===== src/hdl/i2c_master_pkg.sv =====
// constants, command codes and timing counts of the two-wire bus master
// Contract
// master only, drives the clock line always
// standard and fast bit rates selectable
// no arbitration; wait while slave holds clock
// data line open-drain: pull low or release
// bytes of eight bits, msb first
// ninth clock carries the acknowledge bit
// master starts transfers and makes every clock
// each transfer opens with start, ends stop
// data changes only while clock is low
// start: data falls while clock high
// stop: data rises while clock high
// receiving: pull data low to acknowledge
// slave releases data during master acknowledge
// unable to accept: leave data released
// final read byte answered with not-acknowledge
// write: start, address+0, index, data, stop
// slave acknowledges address, index and data
// multi-byte write sends several data bytes
// read: index write, repeated start, address+1
// single read: not-acknowledge then stop
// multi read: acknowledge all but last
// byte command port with done, nack status
package i2c_master_pkg;

	// ------------------------------------------------------------
	// timing
	// ------------------------------------------------------------
	localparam int CLK_KHZ   = 200000;
	localparam int STD_KBPS  = 100;
	localparam int FAST_KBPS = 400;
	localparam int QTR_PER_BIT = 4;
	localparam int QTR_STD   = CLK_KHZ / (STD_KBPS * QTR_PER_BIT);
	localparam int QTR_FAST  = CLK_KHZ / (FAST_KBPS * QTR_PER_BIT);
	localparam int QCNT_W    = 10;

	// ------------------------------------------------------------
	// command words
	// ------------------------------------------------------------
	localparam logic [1:0] CMD_START = 2'h0;
	localparam logic [1:0] CMD_WRITE = 2'h1;
	localparam logic [1:0] CMD_READ  = 2'h2;
	localparam logic [1:0] CMD_STOP  = 2'h3;
	localparam int CMD_W      = 11;
	localparam int CMD_CODE_H = 10;
	localparam int CMD_CODE_L = 9;
	localparam int CMD_LAST   = 8;
	localparam int BYTE_W     = 8;
	localparam int FIFO_DEPTH = 8;

	// ------------------------------------------------------------
	// reset values and last bit index
	// ------------------------------------------------------------
	localparam logic [7:0] BYTE_RST = 8'h00;
	localparam logic [2:0] BIT_LAST = 3'h7;

endpackage


===== src/hdl/cmd_fifo.sv =====
// synchronous fifo with valid/ready on both sides and registered in_ready
`timescale 1ns/1ps
`default_nettype none
module cmd_fifo #(
	parameter int WIDTH = 11,
	parameter int DEPTH = 8
) (
	// clock and reset
	input  wire logic             sys_clk,
	input  wire logic             rstn,
	// fill side
	input  wire logic             in_valid,
	output logic                  in_ready,
	input  wire logic [WIDTH-1:0] in_data,
	// drain side
	output logic                  out_valid,
	input  wire logic             out_ready,
	output logic [WIDTH-1:0]      out_data
);

	localparam int AW = $clog2(DEPTH);

	logic [WIDTH-1:0] mem [DEPTH];
	logic [AW-1:0]    wr_ptr_r;
	logic [AW-1:0]    rd_ptr_r;
	logic [AW:0]      count_r;
	logic [AW:0]      count_nxt;
	logic             in_ready_r;
	logic             push;
	logic             pop;

	assign push      = in_valid && in_ready_r;
	assign pop       = out_valid && out_ready;
	assign in_ready  = in_ready_r;
	assign out_valid = (count_r != '0);
	assign out_data  = mem[rd_ptr_r];

	always_comb begin
		count_nxt = count_r;
		if (push && !pop) begin
			count_nxt = count_r + 1'b1;
		end else if (pop && !push) begin
			count_nxt = count_r - 1'b1;
		end
	end

	always_ff @(posedge sys_clk) begin
		if (push) begin
			mem[wr_ptr_r] <= in_data;
		end
	end

	always_ff @(posedge sys_clk or negedge rstn) begin
		if (!rstn) begin
			wr_ptr_r   <= '0;
			rd_ptr_r   <= '0;
			count_r    <= '0;
			in_ready_r <= 1'b0;
		end else begin
			if (push) begin
				wr_ptr_r <= (wr_ptr_r == AW'(DEPTH - 1)) ? '0 : wr_ptr_r + 1'b1;
			end
			if (pop) begin
				rd_ptr_r <= (rd_ptr_r == AW'(DEPTH - 1)) ? '0 : rd_ptr_r + 1'b1;
			end
			count_r    <= count_nxt;
			in_ready_r <= (count_nxt != (AW+1)'(DEPTH));
		end
	end

endmodule
`default_nettype wire


===== src/hdl/i2c_master_controller.sv =====
// single-master two-wire bus controller with a byte command port
`timescale 1ns/1ps
`default_nettype none
module i2c_master_controller #(
	parameter int STD_QTR  = i2c_master_pkg::QTR_STD,
	parameter int FAST_QTR = i2c_master_pkg::QTR_FAST,
	parameter int DEPTH    = i2c_master_pkg::FIFO_DEPTH
) (
	// clock and reset
	input  wire logic                              sys_clk,
	input  wire logic                              rstn,
	// command port
	input  wire logic                              cmd_valid,
	output logic                                   cmd_ready,
	input  wire logic [1:0]                        cmd_code,
	input  wire logic                              cmd_last,
	input  wire logic [i2c_master_pkg::BYTE_W-1:0] cmd_data,
	input  wire logic                              fast_mode,
	// read data
	output logic [i2c_master_pkg::BYTE_W-1:0]      rd_data,
	output logic                                   rd_valid,
	input  wire logic                              rd_ready,
	// status
	output logic                                   busy,
	output logic                                   done,
	output logic                                   ack_err,
	// bus pins
	output logic                                   scl_out,
	input  wire logic                              scl_in,
	input  wire logic                              sda_in,
	output logic                                   sda_out,
	output logic                                   sda_oe
);
	import i2c_master_pkg::*;

	typedef enum logic [2:0] {
		ST_IDLE  = 3'b000,
		ST_START = 3'b001,
		ST_DATA  = 3'b010,
		ST_ACK   = 3'b011,
		ST_STOP  = 3'b100
	} eng_state_t;

	// ------------------------------------------------------------
	// command fifo
	// ------------------------------------------------------------
	logic              f_valid;
	logic              f_ready;
	logic [CMD_W-1:0]  f_data;
	logic              cmd_ready_w;

	cmd_fifo #(
		.WIDTH (CMD_W),
		.DEPTH (DEPTH)
	) u_fifo (
		.sys_clk   (sys_clk),
		.rstn      (rstn),
		.in_valid  (cmd_valid),
		.in_ready  (cmd_ready_w),
		.in_data   ({cmd_code, cmd_last, cmd_data}),
		.out_valid (f_valid),
		.out_ready (f_ready),
		.out_data  (f_data)
	);

	// in_ready is already a register inside the fifo
	assign cmd_ready = cmd_ready_w;

	// ------------------------------------------------------------
	// pin synchronisers
	// ------------------------------------------------------------
	logic scl_meta_r;
	logic scl_s_r;
	logic sda_meta_r;
	logic sda_s_r;

	always_ff @(posedge sys_clk or negedge rstn) begin
		if (!rstn) begin
			scl_meta_r <= 1'b1;
			scl_s_r    <= 1'b1;
			sda_meta_r <= 1'b1;
			sda_s_r    <= 1'b1;
		end else begin
			scl_meta_r <= scl_in;
			scl_s_r    <= scl_meta_r;
			sda_meta_r <= sda_in;
			sda_s_r    <= sda_meta_r;
		end
	end

	// ------------------------------------------------------------
	// sequencer
	// ------------------------------------------------------------
	eng_state_t        state_r;
	logic [1:0]        phase_r;
	logic [QCNT_W-1:0] qcnt_r;
	logic [2:0]        bit_cnt_r;
	logic [BYTE_W-1:0] shift_r;
	logic              is_read_r;
	logic              last_r;
	logic              ack_low_r;
	logic              bus_open_r;
	logic [QCNT_W-1:0] qtr_load;
	logic              tick;
	logic              stall;
	logic              step_end;
	logic              rx_take;
	logic [BYTE_W-1:0] rx_byte;

	assign qtr_load = fast_mode ? QCNT_W'(FAST_QTR - 1) : QCNT_W'(STD_QTR - 1);
	// clock released but line still low: slave is stretching
	assign stall    = phase_r[1] && !scl_s_r;
	assign tick     = (qcnt_r == '0) && !stall;
	assign step_end = tick && (phase_r == 2'h3);
	assign f_ready  = (state_r == ST_IDLE);
	assign rx_byte  = shift_r;
	assign rx_take  = step_end && (state_r == ST_ACK) && is_read_r && !rd_valid;

	always_ff @(posedge sys_clk or negedge rstn) begin
		if (!rstn) begin
			state_r    <= ST_IDLE;
			phase_r    <= 2'h0;
			qcnt_r     <= '0;
			bit_cnt_r  <= 3'h0;
			shift_r    <= BYTE_RST;
			is_read_r  <= 1'b0;
			last_r     <= 1'b0;
			ack_low_r  <= 1'b0;
			bus_open_r <= 1'b0;
		end else begin
			case (state_r)
				ST_IDLE: begin
					phase_r   <= 2'h0;
					qcnt_r    <= qtr_load;
					bit_cnt_r <= 3'h0;
					if (f_valid) begin
						is_read_r <= (f_data[CMD_CODE_H:CMD_CODE_L] == CMD_READ);
						last_r    <= f_data[CMD_LAST];
						shift_r   <= f_data[BYTE_W-1:0];
						case (f_data[CMD_CODE_H:CMD_CODE_L])
							CMD_START: state_r <= ST_START;
							CMD_WRITE: state_r <= ST_DATA;
							CMD_READ:  state_r <= ST_DATA;
							CMD_STOP:  state_r <= ST_STOP;
							default:   state_r <= ST_IDLE;
						endcase
					end
				end
				ST_START, ST_DATA, ST_ACK, ST_STOP: begin
					if (stall) begin
						qcnt_r <= qcnt_r;
					end else if (qcnt_r != '0) begin
						qcnt_r <= qcnt_r - 1'b1;
					end else begin
						qcnt_r  <= qtr_load;
						phase_r <= phase_r + 1'b1;
						if (phase_r == 2'h3) begin
							case (state_r)
								ST_START: begin
									bus_open_r <= 1'b1;
									state_r    <= ST_IDLE;
								end
								ST_DATA: begin
									// sample at the end of clock high, msb first
									shift_r <= {shift_r[BYTE_W-2:0], sda_s_r};
									if (bit_cnt_r == BIT_LAST) begin
										state_r   <= ST_ACK;

										ack_low_r <= is_read_r && !last_r && !rd_valid;
									end else begin
										bit_cnt_r <= bit_cnt_r + 1'b1;
									end
								end
								ST_STOP: begin
									bus_open_r <= 1'b0;
									state_r    <= ST_IDLE;
								end
								default: begin
									state_r <= ST_IDLE;
								end
							endcase
						end
					end
				end
				default: begin
					state_r <= ST_IDLE;
				end
			endcase
		end
	end

	// ------------------------------------------------------------
	// line drive
	// ------------------------------------------------------------
	logic scl_hi_nxt;
	logic sda_low_nxt;
	logic scl_out_r;
	logic sda_oe_r;
	logic sda_out_r;

	// phase 0 clock low, 1 data set, 2 and 3 clock high
	always_comb begin
		scl_hi_nxt  = phase_r[1];
		sda_low_nxt = sda_oe_r;
		case (state_r)
			ST_IDLE: begin
				scl_hi_nxt  = !bus_open_r;
				sda_low_nxt = sda_oe_r;
			end
			ST_START: begin
				// release high with clock low, fall while clock high
				sda_low_nxt = (phase_r == 2'h0) ? sda_oe_r : (phase_r == 2'h3);
			end
			ST_DATA: begin
				if (phase_r != 2'h0) begin
					sda_low_nxt = !is_read_r && !shift_r[BYTE_W-1];
				end
			end
			ST_ACK: begin
				if (phase_r != 2'h0) begin
					sda_low_nxt = is_read_r && ack_low_r;
				end
			end
			ST_STOP: begin
				// low with clock low, released while clock high
				if (phase_r != 2'h0) begin
					sda_low_nxt = (phase_r != 2'h3);
				end
			end
			default: begin
				scl_hi_nxt  = 1'b1;
				sda_low_nxt = 1'b0;
			end
		endcase
	end

	always_ff @(posedge sys_clk or negedge rstn) begin
		if (!rstn) begin
			scl_out_r <= 1'b1;
			sda_oe_r  <= 1'b0;
			sda_out_r <= 1'b0;
		end else begin
			scl_out_r <= scl_hi_nxt;
			sda_oe_r  <= sda_low_nxt;
			sda_out_r <= 1'b0;
		end
	end

	assign scl_out = scl_out_r;
	assign sda_oe  = sda_oe_r;
	assign sda_out = sda_out_r;

	// ------------------------------------------------------------
	// read data and status
	// ------------------------------------------------------------
	logic [BYTE_W-1:0] rd_data_r;
	logic              rd_valid_r;
	logic              busy_r;
	logic              done_r;
	logic              ack_err_r;

	always_ff @(posedge sys_clk or negedge rstn) begin
		if (!rstn) begin
			rd_data_r  <= BYTE_RST;
			rd_valid_r <= 1'b0;
		end else begin
			if (rx_take) begin
				rd_data_r  <= rx_byte;
				rd_valid_r <= 1'b1;
			end else if (rd_valid_r && rd_ready) begin
				rd_valid_r <= 1'b0;
			end
		end
	end

	always_ff @(posedge sys_clk or negedge rstn) begin
		if (!rstn) begin
			busy_r    <= 1'b0;
			done_r    <= 1'b0;
			ack_err_r <= 1'b0;
		end else begin
			busy_r <= (state_r != ST_IDLE) || f_valid;
			done_r <= step_end && (state_r != ST_DATA);
			if (step_end && (state_r == ST_ACK) && !is_read_r && sda_s_r) begin
				ack_err_r <= 1'b1;
			end else if ((state_r == ST_IDLE) && f_valid
					&& (f_data[CMD_CODE_H:CMD_CODE_L] == CMD_START)) begin
				ack_err_r <= 1'b0;
			end
		end
	end

	assign rd_data  = rd_data_r;
	assign rd_valid = rd_valid_r;
	assign busy     = busy_r;
	assign done     = done_r;
	assign ack_err  = ack_err_r;

endmodule
`default_nettype wire


===== config.mk =====
export PLATFORM = sky130hd
export DESIGN_NAME = i2c_master_controller
export DESIGN_NICKNAME = d
export VERILOG_FILES = /design/src/hdl/i2c_master_pkg.sv /design/src/hdl/cmd_fifo.sv /design/src/hdl/i2c_master_controller.sv
export SDC_FILE = /design/constraint.sdc
export NUM_CORES = 1
export LEC_CHECK = 0
export ABC_AREA = 1
export BUFFER_PORTS_ARGS = -buffer_cell sky130_fd_sc_hd__buf_2
export CORE_MARGIN = 2
export CORE_UTILIZATION = 45
export DETAILED_ROUTE_END_ITERATION = 10
export GPL_ROUTABILITY_DRIVEN = 0
export PLACE_DENSITY = 0.73
export RECOVER_POWER = 25
export SKIP_CTS_REPAIR_TIMING = 1
export SLEW_MARGIN = 20
export SYNTH_ARGS = -nofsm -noshare
export SYNTH_HDL_FRONTEND = slang
export SYNTH_SLANG_ARGS = --single-unit

===== constraint.sdc =====
create_clock -name sys_clk -period 2.7 [get_ports sys_clk]
set_input_delay 0.135 -clock sys_clk [delete_from_list [all_inputs] [get_ports sys_clk]]
set_output_delay 0.135 -clock sys_clk [all_outputs]
set_load 0.02 [all_outputs]

After elaboration in Yosys (flattened, before gate mapping)
Memories as Yosys holds them, arrays and structs flattened.
Cells that the tools add are included.
- bitwise logic cells: 3
- reductions and logical operators: 52
- add/sub/neg operators: 7
- mux-type cells: 44
- equal/unequal tests: 25
- operator list (operator ; count):
    two-way mux 8 bit ; 5
    two-way mux 3 bit ; 13
    two-way mux 10 bit ; 2
    one-hot mux 10 bit (2 select lines) ; 1
    logical AND 1 bit ; 19
    != test 2 bit, second input constant ; 9
    AND reduction 6 bit ; 3
    one-hot mux 8 bit (2 select lines) ; 1
    AND reduction 5 bit ; 3
    equality test 3 bit, second input constant ; 4
    one-hot mux 3 bit (2 select lines) ; 2
    zero test 10 bit ; 1
    two-way mux 1 bit ; 10
    nonzero test 10 bit ; 1
    nonzero test 2 bit ; 5
    subtractor 10 x 1 -> 10 bit, second input constant ; 1
    adder 3 x 1 -> 3 bit, second input constant ; 3
    zero test 1 bit ; 9
    two-way mux 9 bit ; 1
    one-hot mux 3 bit (3 select lines) ; 1
    two-way mux 4 bit ; 2
    equality test 2 bit, second input constant ; 3
    equality test 3 x 2 -> 1 bit, second input constant ; 2
    one-hot mux 1 bit (5 select lines) ; 1
    other kinds (22) ; 29
- bits in writable memories: 88
- memories: 1
- output and inout port bits: 16
- register bits: 59
- word-level logic and storage cells: 156
- bits of input ports: 18
- memory list (memory ; words ; width ; read ports ; clocked after memory_dff ; write ports ; RTL line ; RTL):
    u_fifo.mem ; 8 ; 11 ; 1 ; 0 ; 1 ; cmd_fifo.sv:23 ; logic [WIDTH-1:0] mem [DEPTH];

Logic depth before layout (Yosys ltp)
- word-level depth: 9
- gate-level depth with buffers: 12
- depth with buffers taken out: 11

Hierarchy
A second synthesis with hierarchy kept.
- cell total of the unflattened synthesis: 682
- area, all modules: 6774.0 µm²
- by module, submodules not included (module ; cells each ; sequential area each (µm²) ; area each (µm²) ; times used):
    cmd_fifo ; 351 ; 2917.8 ; 4117.7 ; 1
    i2c_master_controller ; 331 ; 1207.4 ; 2656.3 ; 1

Worst setup path before layout
No wires, ideal clock.
- path type: register to register
- from: reg u_fifo.rd_ptr_r[0]
- to: reg state_r[1]
- required time: 2.573 ns
- period minus slack after synthesis: 1.975 ns
- slack: 0.725 ns
- library setup time: 0.127 ns
- buffers on the path: 2
- stages on the path, launching flop included: 12
- arrival time: 1.848 ns
- path through: dfrtp_1 -> buf_4 -> clkinv_1 -> buf_2 -> nor2_1 -> o22ai_1 -> inv_1 -> o21ai_0 -> inv_1 -> ha_1 -> o21ai_0 -> o21ai_0
- cells in the longest elaborated chain, start to end: 6
- elaborated cells on any way between the ends: 9
- classes of those cells: eq/ne (3); mux (3); reduce/logical (2); memory (1)
- RTL lines (element ; RTL line ; RTL):
    from (decl) ; cmd_fifo.sv:25 ; logic [AW-1:0] rd_ptr_r;
    from (signal assigned) ; cmd_fifo.sv:64 ; rd_ptr_r <= (rd_ptr_r == AW'(DEPTH - 1)) ? '0 : rd_ptr_r + 1'b1;
    memory (8 x 11 bit) (*) ; - ;
    equality test 2 bit / equality test 2 x 1 -> 1 bit (equally long branches) ; i2c_master_controller.sv:140 ; case (f_data[CMD_CODE_H:CMD_CODE_L])
    OR reduction 2 bit (no source line) ; - ;
    one-hot mux 3 bit (3 select lines) (*) ; i2c_master_controller.sv:140 ;
    two-way mux 3 bit (*) ; i2c_master_controller.sv:136 ; if (f_valid) begin
    one-hot mux 3 bit (2 select lines) (*) ; i2c_master_controller.sv:131 ; case (state_r)
    to (signal assigned) ; i2c_master_controller.sv:141 ; CMD_START: state_r <= ST_START;
    to (signal assigned) ; i2c_master_controller.sv:142 ; CMD_WRITE: state_r <= ST_DATA;
    to (signal assigned) ; i2c_master_controller.sv:143 ; CMD_READ: state_r <= ST_DATA;
    to (decl) ; i2c_master_controller.sv:94 ; eng_state_t state_r;
Mark *: on every way between the ends. The rest lies on a longest branch, timed or not. The select of a mux whose other input is x is not followed.
A chain may end at the register's enable or synchronous reset.

Worst setup path in the final report
Same ends and word-level chain as after synthesis.

==> flow_summary.json <==
{
  "finalPower_w": 0.008264,
  "netlist_top_cells_area": "edfxtp_1, dfrtp_1, nand2_1",
  "fin_crit_ns": 2.260,
  "grt_pass1_vias": 4565,
  "tritoncts.num_buffers": 17,
  "critPathKind": "flop to flop",
  "area_growth_syn_to_layout_pct": 15.71,
  "wl_per_cell_um": 14.88,
  "crit_path_frequent_cell": "o21ai_0",
  "pwr-share-clk": 0.250,
  "layout.nets": 755,
  "root_buffer": "clkbuf_16",
  "finalHoldWorstSlack_ns": 0.05837,
  "vdd_drop_max_uv": 694.2,
  "vias_per_cell": 5.220,
  "design.die.area_um2": 15470,
  "pwr-share-comb": 0.363,
  "die_x_um": 124.4,
  "ys_warn_count": 0,
  "core_um2": 14040,
  "grt_start_max_net_pins": 43,
  "worst_pin_slew_ns": 0.9137,
  "clkLatencyLatePin_ns": 0.42,
  "drc": 0,
  "max_stage_delay_ns": 0.37,
  "layout-drive-gt1-share": 0.1240,
  "worstPathCellList": "buf_4 -> clkinv_1 -> o21ai_0 -> o22ai_1 -> nand2_1 -> o21ai_0 -> inv_1 -> ha_1 -> o21ai_0 -> o21ai_0",
  "finalHoldViolCount": 0,
  "synth_top_area_share": 0.4052,
  "slew_violations": 0,
  "rsz0062_at_grt": "no",
  "cts_sinks": 147,
  "stdcell_area_um2": 7546,
  "synth_cell_types": 36,
  "p_leak_nw": 3.247,
  "fin_ws_ns": 0.4402,
  "ys_async_sr_fraction": 0.4014,
  "path_delay_family": "compound AO/OA/AOI/OAI gates",
  "num_vias": 4771,
  "cts_tree": "yes",
  "p_seq_frac": 0.387,
  "drt_wl_total_mm": 13.60,
  "worst_ep_arrival_time_ns": 2.55,
  "hold_class": "primary input to flop",
  "power_density_nw_per_um2": 1095,
  "skew_ns": 0.007433,
  "worst-path-buf-inv": 3,
  "pre_cts_ws_ns": 0.5050,
  "initial_core_util": 0.4644,
  "h-tree-depth": 4,
  "antenna_cells": 0,
  "dpl_cell_area_um2": 6939,
  "p_int_w": 0.005020,
  "slowest_stage": "clkinv_1",
  "syn_area_um2": 6521,
  "synth_top_flop_cell": "edfxtp_1",
  "io_pins": 34,
  "syn_inst": 663,
  "grt_antenna_before_repair": 0,
  "fp.dieH_um": 124.4,
  "ys_ff_latch": 147,
  "maxCapViolations": 0,
  "synth_edf_count": 88,
  "synthesis.nets": 697,
  "fp-row-count": 43,
  "grt_pass1_wl_mm": 22.74,
  "drtPass1Iterations": 5,
  "clock_path_buffers": 2,
  "grtUsageTotal": 0.1837,
  "outcome": "completed",
  "fmaxAchievable_ghz": 0.4425,
  "syn_area_per_cell_um2": 9.836,
  "finalSetupViolations": 0,
  "ys_seq_area_frac": 0.6326,
  "path_max_fanout": 17,
  "fin_crit_sh": 0.8370,
  "cts.clk_slew.worst_paths_ns": 0.06,
  "synth_most_common_cell": "nand2_1",
  "swShare": 0.3925,
  "yosysTopAreaCell": "edfxtp_1",
  "synth_common_cells": "nand2_1, nor2_1, edfxtp_1, o21ai_0, dfrtp_1",
  "critPathLaunchType": "flop",
  "overflow": 0,
  "fin_setup_tns_ns": 0,
  "antenna_left": 0,
  "required_ns": 2.99,
  "slew_headroom": 0.3908,
  "hpwl_mm": 8.762,
  "cp-end-kind": "flop",
  "io_buffers": 32,
  "drtIter0Drc": 453,
  "power_switching_w": 0.003244
}
through the flow:
stage | cells | util
2_1_floorplan | 663 | -
6_report | 914 | 0.5374
3_5_place_dp | 872 | 0.4942
3_3_place_gp | 872 | 0.4942
4_1_cts | 904 | 0.5311
5_1_grt | 914 | 0.5374
routing by layer:
layer	routed length, um	GRT usage
met1	6187	0.2451
met2	6511	0.2993
met3	708	0.04811
met4	193	0.04957
met5	0	0
layout by cell type (no fill, tap or decap), types with 2 or more instances in the layout:
| master | count |
|---|---|
| o22ai_1 | 7 |
| nand4_1 | 4 |
| o21ai_0 | 69 |
| dfrtp_1 | 54 |
| clkinv_4 | 2 |
| inv_2 | 4 |
| nor2_1 | 99 |
| nand3_1 | 43 |
| dlygate4sd3_1 | 10 |
| nor2_2 | 3 |
| dfstp_2 | 5 |
| inv_6 | 3 |
| nand2_4 | 2 |
| xor2_1 | 4 |
| clkinvlp_4 | 2 |
| edfxtp_1 | 88 |
| buf_2 | 22 |
| or2_2 | 3 |
| inv_1 | 44 |
| clkinv_1 | 3 |
| nand2_2 | 3 |
| nand3b_1 | 2 |
| clkbuf_1 | 12 |
| ha_1 | 16 |
| clkbuf_16 | 17 |
| nand2_1 | 177 |
| clkinv_2 | 5 |
| a21oi_1 | 3 |
| buf_4 | 16 |
power groups by stage:
| stage | clock network (W) | registers (W) | logic (W) |
|---|---|---|---|
| 6_report | 0.00207 | 0.00320 | 0.00300 |
| 5_1_grt | 0.00221 | 0.00325 | 0.00345 |
| 4_1_cts | 0.00210 | 0.00319 | 0.00298 |
| 3_5_place_dp | 0 | 0.00323 | 0.00295 |
| 3_3_place_gp | 0 | 0.00320 | 0.00283 |
| 2_1_floorplan | 0 | 0.00315 | 0.00221 |
registers in the layout (all words and copies together), names as in the netlist, 2 cells and up:
register	cells
u_fifo.mem	88
u_fifo.rd_ptr_r	3
u_fifo.count_r	4
state_r	3
bit_cnt_r	3
rd_data	8
qcnt_r	10
phase_r	2
u_fifo.wr_ptr_r	3
rx_byte	8
worst min-delay path, delay by kind of cell:
family | cells | cell delay (ns)
AOI/OAI and AO/OA | 2 | 0.13
buffers and inverters | 1 | 0.10
and+or+nand+nor | 1 | 0.05
final timing paths:
kind | from | slack (ns) | depth (start not counted) | endpoint
max | u_fifo.rd_ptr_r[0]$_DFFE_PN0P_ | 0.44 | 10 | state_r[1]$_DFFE_PN0P_
min | fast_mode | 0.06 | 4 | qcnt_r[7]$_DFFE_PN0P_
max reg2reg | u_fifo.rd_ptr_r[0]$_DFFE_PN0P_ | 0.44 | 10 | state_r[1]$_DFFE_PN0P_
min reg2reg | sda_meta_r$_DFF_PN1_ | 0.36 | 0 | sda_s_r$_DFF_PN1_
max in group asynchronous | rstn | 1.60 | 3 | rd_data[3]$_DFFE_PN0P_
min in group asynchronous | rstn | 0.40 | 2 | done$_DFF_PN0_
layout make-up:
cell class | instances | area, um2
multi-input cells | 447 | 2120
clock inverters | 13 | 86.33
repair buffers | 58 | 367.9
clock buffers | 19 | 432.9
fillers | 1189 | 6496
well taps | 180 | 225.2
inverters | 50 | 188.9
flip-flops and latches | 147 | 4125
cells by family (layout without fill, tap and decap cells):
group	after synthesis	count (layout)	share of synthesized area
AND/OR/NAND/NOR	342	342	0.2187
buffers and inverters	69	140	0.04240
adder cells (fa/ha/maj)	16	16	0.03070
AO/OA/AOI/OAI	83	83	0.06830
other	1	1	0.0005750
XOR/XNOR	5	5	0.006715
flip-flops	147	147	0.6326
(Power assumes the default switching activity.)
